**src/inc/mcsb_pkg.sv**
```systemverilog
`default_nettype none

package mcsb_pkg;

	// ----------------------------------------------------------------
	// Register map, as register numbers on the plain register port.
	// ----------------------------------------------------------------
	localparam int          ADDR_W          = 12;
	localparam int          DATA_W          = 64;
	localparam logic [11:0] OFF_FLAGS_SAVE  = 12'h188;
	localparam logic [11:0] OFF_IP_SAVE     = 12'h189;
	localparam logic [11:0] OFF_MISC_STATUS = 12'h18A;
	localparam logic [11:0] OFF_RSVD_FIRST  = 12'h18B;
	localparam logic [11:0] OFF_RSVD_LAST   = 12'h18F;
	localparam logic [11:0] OFF_GPR8_SAVE   = 12'h190;
	localparam logic [11:0] OFF_GPR9_SAVE   = 12'h191;
	localparam logic [11:0] OFF_GPR10_SAVE  = 12'h192;

	// ----------------------------------------------------------------
	// Fields and reset values.
	// ----------------------------------------------------------------
	localparam int          MISC_DS_FAULT_BIT = 0;
	localparam int          LOW_HALF_W        = 32;
	localparam logic [63:0] SAVE_RESET        = 64'h0000000000000000;
	localparam logic        DS_FAULT_RESET    = 1'h0;
	localparam logic [63:0] UNMAPPED_READ     = 64'h0000000000000000;

	// ----------------------------------------------------------------
	// Save bank layout: flags, ip, gpr8, gpr9, gpr10.
	// ----------------------------------------------------------------
	localparam int          SAVE_SLOTS = 5;
	localparam logic [2:0]  SLOT_FLAGS = 3'h0;
	localparam logic [2:0]  SLOT_IP    = 3'h1;
	localparam logic [2:0]  SLOT_GPR8  = 3'h2;
	localparam logic [2:0]  SLOT_GPR9  = 3'h3;
	localparam logic [2:0]  SLOT_GPR10 = 3'h4;

	typedef enum logic [1:0] {
		MCSB_RUN      = 2'b00,
		MCSB_SIGNAL   = 2'b01,
		MCSB_SHUTDOWN = 2'b11
	} mcsb_run_state_t;

endpackage : mcsb_pkg

`default_nettype wire

```
**src/inc/mcsb_save_if.sv**
```systemverilog
`timescale 1ns/1ps
`default_nettype none

interface mcsb_save_if #(
	parameter int SLOTS = 5,
	parameter int W     = 64
);
	logic                     capture;
	logic                     wide_mode;
	logic [SLOTS-1:0][W-1:0]  cap_data;
	logic [$clog2(SLOTS)-1:0] rd_slot;
	logic [W-1:0]             rd_data;

	modport bank (
		input  capture,
		input  wide_mode,
		input  cap_data,
		input  rd_slot,
		output rd_data
	);

	modport ctrl (
		output capture,
		output wide_mode,
		output cap_data,
		output rd_slot,
		input  rd_data
	);
endinterface : mcsb_save_if

`default_nettype wire

```
**src/logic/mcsb_save_bank.sv**
```systemverilog
`timescale 1ns/1ps
`default_nettype none

module mcsb_save_bank #(
	parameter int SLOTS = 5,
	parameter int W     = 64
) (
	input  wire logic  clk,
	input  wire logic  rst,
	mcsb_save_if.bank  sv
);

	// ----------------------------------------------------------------
	// Capture storage with a plain read mux.
	// ----------------------------------------------------------------
	// The read port is not registered here: the top registers the bus answer once.
	// That keeps the answer in the cycle after the strobe, so the master never waits.
	logic [SLOTS-1:0][W-1:0] mem_q;
	logic [W-1:0]            hi_mask;

	// Outside 64-bit mode the upper half is undefined; it is stored as zero so reads are repeatable.
	assign hi_mask = sv.wide_mode ? {W{1'b1}} : {{(W-mcsb_pkg::LOW_HALF_W){1'b0}}, {mcsb_pkg::LOW_HALF_W{1'b1}}};

	genvar g;
	generate
		for (g = 0; g < SLOTS; g++) begin : g_slot
			always_ff @(posedge clk or posedge rst) begin
				if (rst) begin
					mem_q[g] <= mcsb_pkg::SAVE_RESET;
				end else if (sv.capture) begin
					mem_q[g] <= sv.cap_data[g] & hi_mask;
				end
			end
		end
	endgenerate

	assign sv.rd_data = mem_q[sv.rd_slot];

endmodule : mcsb_save_bank

`default_nettype wire

```
**src/logic/mcsb_wide_valid.sv**
```systemverilog
`timescale 1ns/1ps
`default_nettype none

module mcsb_wide_valid (
	input  wire logic  clk,
	input  wire logic  rst,
	input  wire logic  capture,
	input  wire logic  wide_mode,
	output logic       gpr_valid_q
);

	// ----------------------------------------------------------------
	// Remembers whether the last capture was taken in 64-bit mode.
	// ----------------------------------------------------------------
	always_ff @(posedge clk or posedge rst) begin
		if (rst) begin
			gpr_valid_q <= 1'b0;
		end else if (capture) begin
			gpr_valid_q <= wide_mode;
		end
	end

endmodule : mcsb_wide_valid

`default_nettype wire

```
**src/logic/mcsb_top.sv**
```systemverilog
// Implementation choice: the strobed register port.
`timescale 1ns/1ps
`default_nettype none

// Notes on behaviour
// - On a machine check, flags and instruction pointer are captured into 64-bit saves.
// - Outside 64-bit mode only the low 32 bits of those saves mean anything.
// - A debug-store page assist or fault sets bit 0 of the misc register.
// - After signalling that fault the processor enters shutdown, not execution.
// - General register 8 to 10 saves are valid only if captured in 64-bit mode.
// - General register 8 to 10 saves exist only with the 64-bit extension.
module mcsb_top #(
	parameter int  THREADS   = 2,
	parameter bit  HAS_WIDE  = 1'b1
) (
	input  wire logic                          clk,
	input  wire logic                          rst,
	input  wire logic [$clog2(THREADS)-1:0]    thread_sel,
	input  wire logic [mcsb_pkg::ADDR_W-1:0]   reg_addr,
	input  wire logic [mcsb_pkg::DATA_W-1:0]   reg_wdata,
	input  wire logic                          reg_wr,
	input  wire logic                          reg_rd,
	output logic      [mcsb_pkg::DATA_W-1:0]   reg_rdata,
	input  wire logic [THREADS-1:0]            mc_event,
	input  wire logic [THREADS-1:0]            wide_mode,
	input  wire logic [THREADS-1:0][63:0]      processor_flags_register,
	input  wire logic [THREADS-1:0][63:0]      instruction_pointer,
	input  wire logic [THREADS-1:0][63:0]      gpr8_value,
	input  wire logic [THREADS-1:0][63:0]      gpr9_value,
	input  wire logic [THREADS-1:0][63:0]      gpr10_value,
	input  wire logic [THREADS-1:0]            ds_fault_event,
	output logic      [THREADS-1:0]            shutdown_q
);

	// ----------------------------------------------------------------
	// Address decode, shared by all threads.
	// ----------------------------------------------------------------
	wire hit_flags = reg_addr == mcsb_pkg::OFF_FLAGS_SAVE;
	wire hit_ip    = reg_addr == mcsb_pkg::OFF_IP_SAVE;
	wire hit_misc  = reg_addr == mcsb_pkg::OFF_MISC_STATUS;
	wire hit_g8    = HAS_WIDE && reg_addr == mcsb_pkg::OFF_GPR8_SAVE;
	wire hit_g9    = HAS_WIDE && reg_addr == mcsb_pkg::OFF_GPR9_SAVE;
	wire hit_g10   = HAS_WIDE && reg_addr == mcsb_pkg::OFF_GPR10_SAVE;
	wire hit_save  = hit_flags | hit_ip | hit_g8 | hit_g9 | hit_g10;
	wire hit_gpr   = hit_g8 | hit_g9 | hit_g10;

	logic [2:0] slot_sel;
	assign slot_sel = hit_ip  ? mcsb_pkg::SLOT_IP   :
	                  hit_g8  ? mcsb_pkg::SLOT_GPR8 :
	                  hit_g9  ? mcsb_pkg::SLOT_GPR9 :
	                  hit_g10 ? mcsb_pkg::SLOT_GPR10 : mcsb_pkg::SLOT_FLAGS;

	// Apart from reset, a write of zero to bit 0 of the misc register is the only way to clear the fault flag.
	wire misc_clear = reg_wr && hit_misc && !reg_wdata[mcsb_pkg::MISC_DS_FAULT_BIT];

	// ----------------------------------------------------------------
	// Per-thread state, each thread private.
	// ----------------------------------------------------------------
	logic [THREADS-1:0][63:0] save_rd;
	logic [THREADS-1:0]       ds_fault_q;
	logic [THREADS-1:0]       gpr_valid;

	genvar t;
	generate
		for (t = 0; t < THREADS; t++) begin : g_thr
			mcsb_save_if #(.SLOTS(mcsb_pkg::SAVE_SLOTS), .W(64)) sv ();
			mcsb_pkg::mcsb_run_state_t st_q;
			mcsb_pkg::mcsb_run_state_t st_d;

			assign sv.capture     = mc_event[t];
			assign sv.wide_mode   = wide_mode[t];
			assign sv.cap_data[0] = processor_flags_register[t];
			assign sv.cap_data[1] = instruction_pointer[t];
			assign sv.cap_data[2] = gpr8_value[t];
			assign sv.cap_data[3] = gpr9_value[t];
			assign sv.cap_data[4] = gpr10_value[t];
			assign sv.rd_slot     = slot_sel;
			assign save_rd[t]     = sv.rd_data;

			mcsb_save_bank #(
				.SLOTS (mcsb_pkg::SAVE_SLOTS),
				.W     (64)
			) u_bank (
				.clk (clk),
				.rst (rst),
				.sv  (sv.bank)
			);

			mcsb_wide_valid u_valid (
				.clk         (clk),
				.rst         (rst),
				.capture     (mc_event[t]),
				.wide_mode   (wide_mode[t]),
				.gpr_valid_q (gpr_valid[t])
			);

			localparam int THR_W = $clog2(THREADS);
			wire my_clear = misc_clear && thread_sel == THR_W'(t);

			// A new fault in the clearing cycle wins, so no event is lost.
			always_ff @(posedge clk or posedge rst) begin
				if (rst) begin
					ds_fault_q[t] <= mcsb_pkg::DS_FAULT_RESET;
				end else if (ds_fault_event[t]) begin
					ds_fault_q[t] <= 1'b1;
				end else if (my_clear) begin
					ds_fault_q[t] <= 1'b0;
				end
			end

			always_comb begin
				case (st_q)
					mcsb_pkg::MCSB_RUN:      st_d = ds_fault_event[t] ? mcsb_pkg::MCSB_SIGNAL : mcsb_pkg::MCSB_RUN;
					mcsb_pkg::MCSB_SIGNAL:   st_d = mcsb_pkg::MCSB_SHUTDOWN;
					mcsb_pkg::MCSB_SHUTDOWN: st_d = mcsb_pkg::MCSB_SHUTDOWN;
					default:                 st_d = mcsb_pkg::MCSB_RUN;
				endcase
			end

			// Shutdown is left only by reset, matching a processor that stops executing.
			always_ff @(posedge clk or posedge rst) begin
				if (rst) begin
					st_q          <= mcsb_pkg::MCSB_RUN;
					shutdown_q[t] <= 1'b0;
				end else begin
					st_q          <= st_d;
					shutdown_q[t] <= st_d == mcsb_pkg::MCSB_SHUTDOWN;
				end
			end
		end
	endgenerate

	// ----------------------------------------------------------------
	// Read data mux; unmapped and reserved offsets read zero.
	// ----------------------------------------------------------------
	logic [63:0] rdata_d;
	always_comb begin
		rdata_d = mcsb_pkg::UNMAPPED_READ;
		if (hit_save && (!hit_gpr || gpr_valid[thread_sel])) begin
			rdata_d = save_rd[thread_sel];
		end else if (hit_misc) begin
			rdata_d[mcsb_pkg::MISC_DS_FAULT_BIT] = ds_fault_q[thread_sel];
		end
	end

	// This is the only read stage, so the answer stands in the cycle after the strobe.
	// A capture in the strobe cycle is not seen by that read; the next read shows it.
	always_ff @(posedge clk or posedge rst) begin
		if (rst) begin
			reg_rdata <= mcsb_pkg::UNMAPPED_READ;
		end else begin
			reg_rdata <= reg_rd ? rdata_d : mcsb_pkg::UNMAPPED_READ;
		end
	end

endmodule : mcsb_top

`default_nettype wire

```
**config.mk**
```make
export PLATFORM = sky130hd
export DESIGN_NAME = mcsb_top
export DESIGN_NICKNAME = d
export VERILOG_FILES = /design/src/inc/mcsb_pkg.sv /design/src/inc/mcsb_save_if.sv /design/src/logic/mcsb_save_bank.sv /design/src/logic/mcsb_wide_valid.sv /design/src/logic/mcsb_top.sv
export SDC_FILE = /design/constraint.sdc
export NUM_CORES = 2
export LEC_CHECK = 0
export BUFFER_PORTS_ARGS = -buffer_cell sky130_fd_sc_hd__clkbuf_2
export CORE_AREA = 2 2 310 312
export CTS_CLUSTER_DIAMETER = 150
export DETAILED_ROUTE_END_ITERATION = 10
export DIE_AREA = 0 0 312 314
export PLACE_DENSITY = 0.61
export SYNTH_ARGS = -nofsm -noshare
export SYNTH_HDL_FRONTEND = slang
export SYNTH_HIERARCHICAL = 1
export SYNTH_SLANG_ARGS = --single-unit
```
**constraint.sdc**
```tcl
create_clock -name clk -period 29.6 [get_ports clk]
set_clock_uncertainty 0.2 [all_clocks]
set_input_delay 2.96 -clock clk [delete_from_list [all_inputs] [get_ports clk]]
set_output_delay 2.96 -clock clk [all_outputs]
set_load 0.01 [all_outputs]
```
---- After elaboration in Yosys (flattened, before gate mapping) ----
Cells that the tools add are included.
word-level totals
  register bits ........................... 714
  bits of input ports ..................... 727
cells by class
  $lt $le $gt $ge ......................... 2
  equality and inequality tests ........... 12
  mux-type cells .......................... 28
  bitwise logic cells ..................... 17
  reduce and logical (&&, ||, !) cells .... 14
operators with widths
  kind                                                                           count
  64-bit AND                                                                     10
  64-bit two-way mux                                                             7
  64-bit binary-select mux with 3-bit select                                     2
  12-bit by 9-bit == test with 1-bit output (second input constant)              6
  63-bit two-way mux                                                             1
  1-bit two-way mux                                                              12
  3-bit two-way mux                                                              4
  2-bit == test (second input constant)                                          4
  2-bit case mux with 2 select lines                                             2
  1-bit bitwise OR                                                               6
  1-bit logical AND                                                              5
  2-bit by 1-bit == test with 1-bit output (second input constant)               2
  2-bit logical NOT                                                              2
  3-bit by 4-bit less-than comparator with 1-bit output (second input constant)  1
  2-bit nonzero test                                                             2
  2-bit OR reduction                                                             2
  1-bit logical NOT                                                              2
  1-bit by 2-bit less-than comparator with 1-bit output (second input constant)  1
  1-bit logical OR                                                               1
  1-bit inverter                                                                 1

---- Longest topological paths before layout ----
  depth after elaboration ................. 11
  mapped depth ............................ 12
  gate-level depth less buffers ........... 10

---- Modules after synthesis ----
Netlist, hierarchy kept.
by module, submodules not included
  module           times used  cells an instance  area an instance (um2)  seq. area each (um2)
  mcsb_save_bank   2           1343               14500.2                 8007.7
  mcsb_top         1           248                3007.9                  1751.7
  mcsb_wide_valid  2           3                  43.8                    25.0

---- Worst setup path after synthesis ----
OpenSTA, ideal clock, no wires.
  path kind ............................... in2reg
  from .................................... input port reg_addr[9] (netlist name)
  to ...................................... register reg_rdata[0] (netlist name)
  library setup time ...................... 0.120 ns
  arrival ................................. 5.693 ns
  slack ................................... 23.587 ns
  cell stages on the path ................. 11
  path buffers ............................ 2
  cell sequence ........................... or4b_4 > nand2b_1 > nor4b_1 > buf_6 > buf_6 > mux2_2 > a221o_1 > mux2_2 > a21oi_1 > o31ai_1 > and3_1
between the ends
  cells in the longest elaborated chain, start to end .. 11
  elaborated cells between the ends (all ways) .. 28
RTL lines
  item                                                      RTL line              text
  start, declared                                           mcsb_top.sv:19        input wire logic [mcsb_pkg::ADDR_W-1:0] reg_addr,
  12-bit by 9-bit == test with 1-bit output                 mcsb_top.sv:43        wire hit_g10 = HAS_WIDE && reg_addr == mcsb_pkg::OFF_GPR10_SAVE;
  3-bit two-way mux                                         mcsb_top.sv:51        hit_g10 ? mcsb_pkg::SLOT_GPR10 : mcsb_pkg::SLOT_FLAGS;
  3-bit two-way mux                                         mcsb_top.sv:50        hit_g9 ? mcsb_pkg::SLOT_GPR9 :
  3-bit two-way mux                                         mcsb_top.sv:49        hit_g8 ? mcsb_pkg::SLOT_GPR8 :
  3-bit two-way mux *                                       mcsb_top.sv:48        assign slot_sel = hit_ip ? mcsb_pkg::SLOT_IP :
  via g_thr[0].sv.rd_slot[2]                                mcsb_save_if.sv:11    logic [$clog2(SLOTS)-1:0] rd_slot;
  64-bit binary-select mux with 3-bit select *              mcsb_save_bank.sv:37  assign sv.rd_data = mem_q[sv.rd_slot];
  64-bit two-way mux (implied by the code) *                mcsb_save_bank.sv:37
  via g_thr[1].sv.rd_data[0]                                mcsb_save_if.sv:12    logic [W-1:0] rd_data;
  64-bit two-way mux (implied by the code) * (2 in series)  mcsb_top.sv:140       rdata_d = save_rd[thread_sel];
  1-bit two-way mux *                                       mcsb_top.sv:139       if (hit_save && (!hit_gpr || gpr_valid[thread_sel])) begin
  64-bit two-way mux *                                      mcsb_top.sv:152       reg_rdata <= reg_rd ? rdata_d : mcsb_pkg::UNMAPPED_READ;
  end signal, assigned                                      mcsb_top.sv:150       reg_rdata <= mcsb_pkg::UNMAPPED_READ;
  end signal, assigned                                      mcsb_top.sv:152
  end, declared                                             mcsb_top.sv:23        output logic [mcsb_pkg::DATA_W-1:0] reg_rdata,
The timed path passes the listed nets; every way through them passes the cells marked *. The select of a mux whose other input is x is not followed.
A chain may end at the register's enable or synchronous reset.

---- Worst setup path after layout ----
  from .................................... input port reg_addr[2] (netlist name)
  to ...................................... register reg_rdata[0] (netlist name)
The elaborated chain is that of the path after synthesis.

==> flow_summary.yaml <==
outcome:
  status: "complete, no violations"
placement:
  post-place-ws_ns: 21.66
  place_area_um2: 36600
  io_buffer_count: 729
  place.gp.congestion: 0.843
  dp_hpwl_mm: 76.9
timing:
  fin_crit_ns: 7.30
  timing.slew.headroom_pct: 22.9
  fin_crit_sh_pct: 24.7
  hold_violations: 0
  tns_ns: 0
  rsz0062_at_grt: "false"
  slew_viol_final: 0
  clock.fmax_mhz: 137
  setup_viol: 0
  worst_pin_slew_ns: 1.16
  fin_ws_ns: 22.30
detailed_routing:
  wl_mm: 110
  vias: 24386
  drtAntennaViolNets: 0
  drt_pass1_iterations: 7
  drc: 0
  via_per_inst: 4.93
  wl_per_cell_um: 22.3
  drtIter0Drc: 1922
cts:
  clockRootBuffer: "clkbuf_16"
  cts_tree: "done"
  htreeDepth: 3
  clk_pin_slew_ns: 0.06
  clk_latency_ns: 0.66
  numCtsBuffers: 84
  cts_hold_buf: 0
  cts_max_path_buffers: 3
  cts_resized: 0
  clock-sinks: 712
  post_cts_buffers: 0
synth:
  yosys_warnings: 6
  yosys-top-cells-count: "712 x dfrtp_1, 386 x o21ai_0, 382 x nand2_1"
  syn_area_per_cell_um2: 10.9
  seq_area_frac_synth_pct: 55.5
  synth_area_leaders: "dfrtp_1 56%, mux2_2 13%, o21ai_0 6.0%"
  synth_edf_count: 0
  synth_ff_type: "dfrtp_1"
  yosysMostFrequentCell: "dfrtp_1"
  synthArstFlopShare_pct: 100
  synth_top_area_share_pct: 55.5
  synth_seq_cells: 712
  synth_nets: 3667
  ys_types: 33
  yosys.area.top_type: "dfrtp_1"
  syn_inst: 2940
  syn-cell-area_um2: 32100
power_and_ir_drop:
  leakagePower_nw: 18.3
  power.total_w: 0.00246
  switching_share_pct: 24.6
  clockPowerShare_pct: 45.4
  ir_worst_vdd_v: 0.0000391
  power_frac_comb_pct: 10.1
  seq_power_share_pct: 44.5
  p_sw_w: 0.000604
  intPower_w: 0.00185
  p_per_area_nw_per_um2: 61.9
grt:
  antenna_found_initial: 35
  grt_pass1_vias: 24660
  grt-ovfl-total: 0
  grt_max_degree: 159
  grt_pass1_wl_mm: 161
  grt_util_all_layers_pct: 22.1
floorplanning:
  die-area_um2: 98000
  die_h_um: 314
  rows: 113
  die_w_um: 312
  ios: 793
  initial_utilization_pct: 34.0
  core_um2: 94400
final_layout:
  num-fill-cells: 9248
  nNetsFinal: 4314
  syn2layout_area_growth_pct: 23.7
  final_core_util_pct: 42.0
  drive_gt1_share_pct: 35.7
  design_area_um2: 39700
worst_setup_path:
  crit_path_max_fanout: 72
  worstPathCellList: "clkbuf_2 -> nor4b_2 -> nand2b_1 -> nor4b_2 -> buf_4 -> nand2b_4 -> buf_4 -> nor2_1 -> a221o_1 -> mux2_2 -> a21oi_1 -> o31ai_1 -> and3_1"
  cp-startpoint: "reg_addr[2]"
  startpoint_type: "input port"
  endpoint_kind: "register"
  crit_buf_inv: 3
  slowest_stage: "nor4b_2"
  worst-path-stages: 13
  cp_data_arrival_time_ns: 7.63
  max_stage_delay_ns: 0.86
  worst_ep_required_time_ns: 29.93
  path_class: "in2reg"
  reg2reg_from: "g_thr[1].u_bank/mem_q[256]"
  ff2ff_path_depth: 6
  cp_top_family: "simple AND/OR/NAND/NOR gates"
run:
  maxCapViolCount: 0
hold_path:
  min_from: "g_thr[1].st_q[0]"
  whs_path_depth: 0
  hold_path_class: "reg2reg"
## stage by stage
stage               std cells  hold WS [ns]
detailed placement       4766         0.166
CTS                      4919         0.188
finish                   4950         0.185
global placement         4766         0.163
floorplan                2940         0.226
global route             4947         0.205
## per-layer routing
| metal | track usage [%] | routed length, µm | vias up |
|---|---|---|---|
| li1 | - | - | 11177 |
| met1 | 29.5 | 47200 | 12145 |
| met2 | 34.9 | 52100 | 889 |
| met3 | 4.33 | 7190 | 169 |
| met4 | 9.78 | 3710 | 6 |
| met5 | 0 | 38 | - |
## cells in the final DEF, fill, tap and decap left out, types with 13 or more instances in the layout
master | Yosys | final
clkbuf_2 | 0 | 726
dfrtp_1 | 712 | 712
o21ai_0 | 386 | 386
nand2_1 | 382 | 382
mux2_2 | 374 | 374
inv_1 | 327 | 324
mux2i_1 | 191 | 191
nor2_1 | 191 | 189
a221o_1 | 126 | 126
clkbuf_16 | 0 | 84
diode_2 | 0 | 31
buf_4 | 34 | 31
clkbuf_1 | 72 | 16
mux2_4 | 16 | 16
clkbuf_8 | 0 | 15
bufinv_16 | 0 | 13
## area by class of cell
class / instances / area (µm²) / share of cell area, %
clock buffers: 115 / 2370 / 5.97
repair buffers: 761 / 3940 / 9.92
inverters: 327 / 1240 / 3.14
flip-flops and latches: 712 / 17800 / 44.9
diodes: 31 / 77.6 / 0.195
well taps: 1265 / 1580 / 3.99
clock inverters: 38 / 622 / 1.57
multi-input cells: 1701 / 12000 / 30.3
## kinds of logic after synthesis
group,Yosys count,synth area share (%)
DFF,712,55.5
and+or+nand+nor,596,7.23
muxes,582,19.9
buffers and inverters,527,7.15
AOI/OAI and AO/OA,523,10.2
## state kept, by name, indices dropped and copies added, names as in the netlist
register / flops
g_thr.u_valid/gpr_valid_q: 2
g_thr.u_bank/mem_q: 640
reg_rdata: 64
g_thr.st_q: 4
ds_fault_q: 2
## power by group through the flow
stage / combinational [W] / clock [W] / sequential, W
final: 0.000248 / 0.00112 / 0.00109
after global routing: 0.000274 / 0.00118 / 0.00110
after CTS: 0.000250 / 0.00114 / 0.00109
after detailed placement: 0.000248 / 0 / 0.00111
after global placement: 0.000245 / 0 / 0.00111
after floorplan: 0.000155 / 0 / 0.00110
## final timing paths
path	slack, ns	end
setup / recovery	22.30	reg_rdata[0]
hold / removal	0.19	g_thr[1].st_q[1]
setup reg to reg	27.46	reg_rdata[0]
hold reg to reg	0.19	g_thr[1].st_q[1]
max in group asynchronous	23.53	g_thr[1].u_bank/mem_q[269]
min in group asynchronous	2.16	g_thr[0].u_valid/gpr_valid_q
Note: power is estimated with default switching activity, not from simulation.
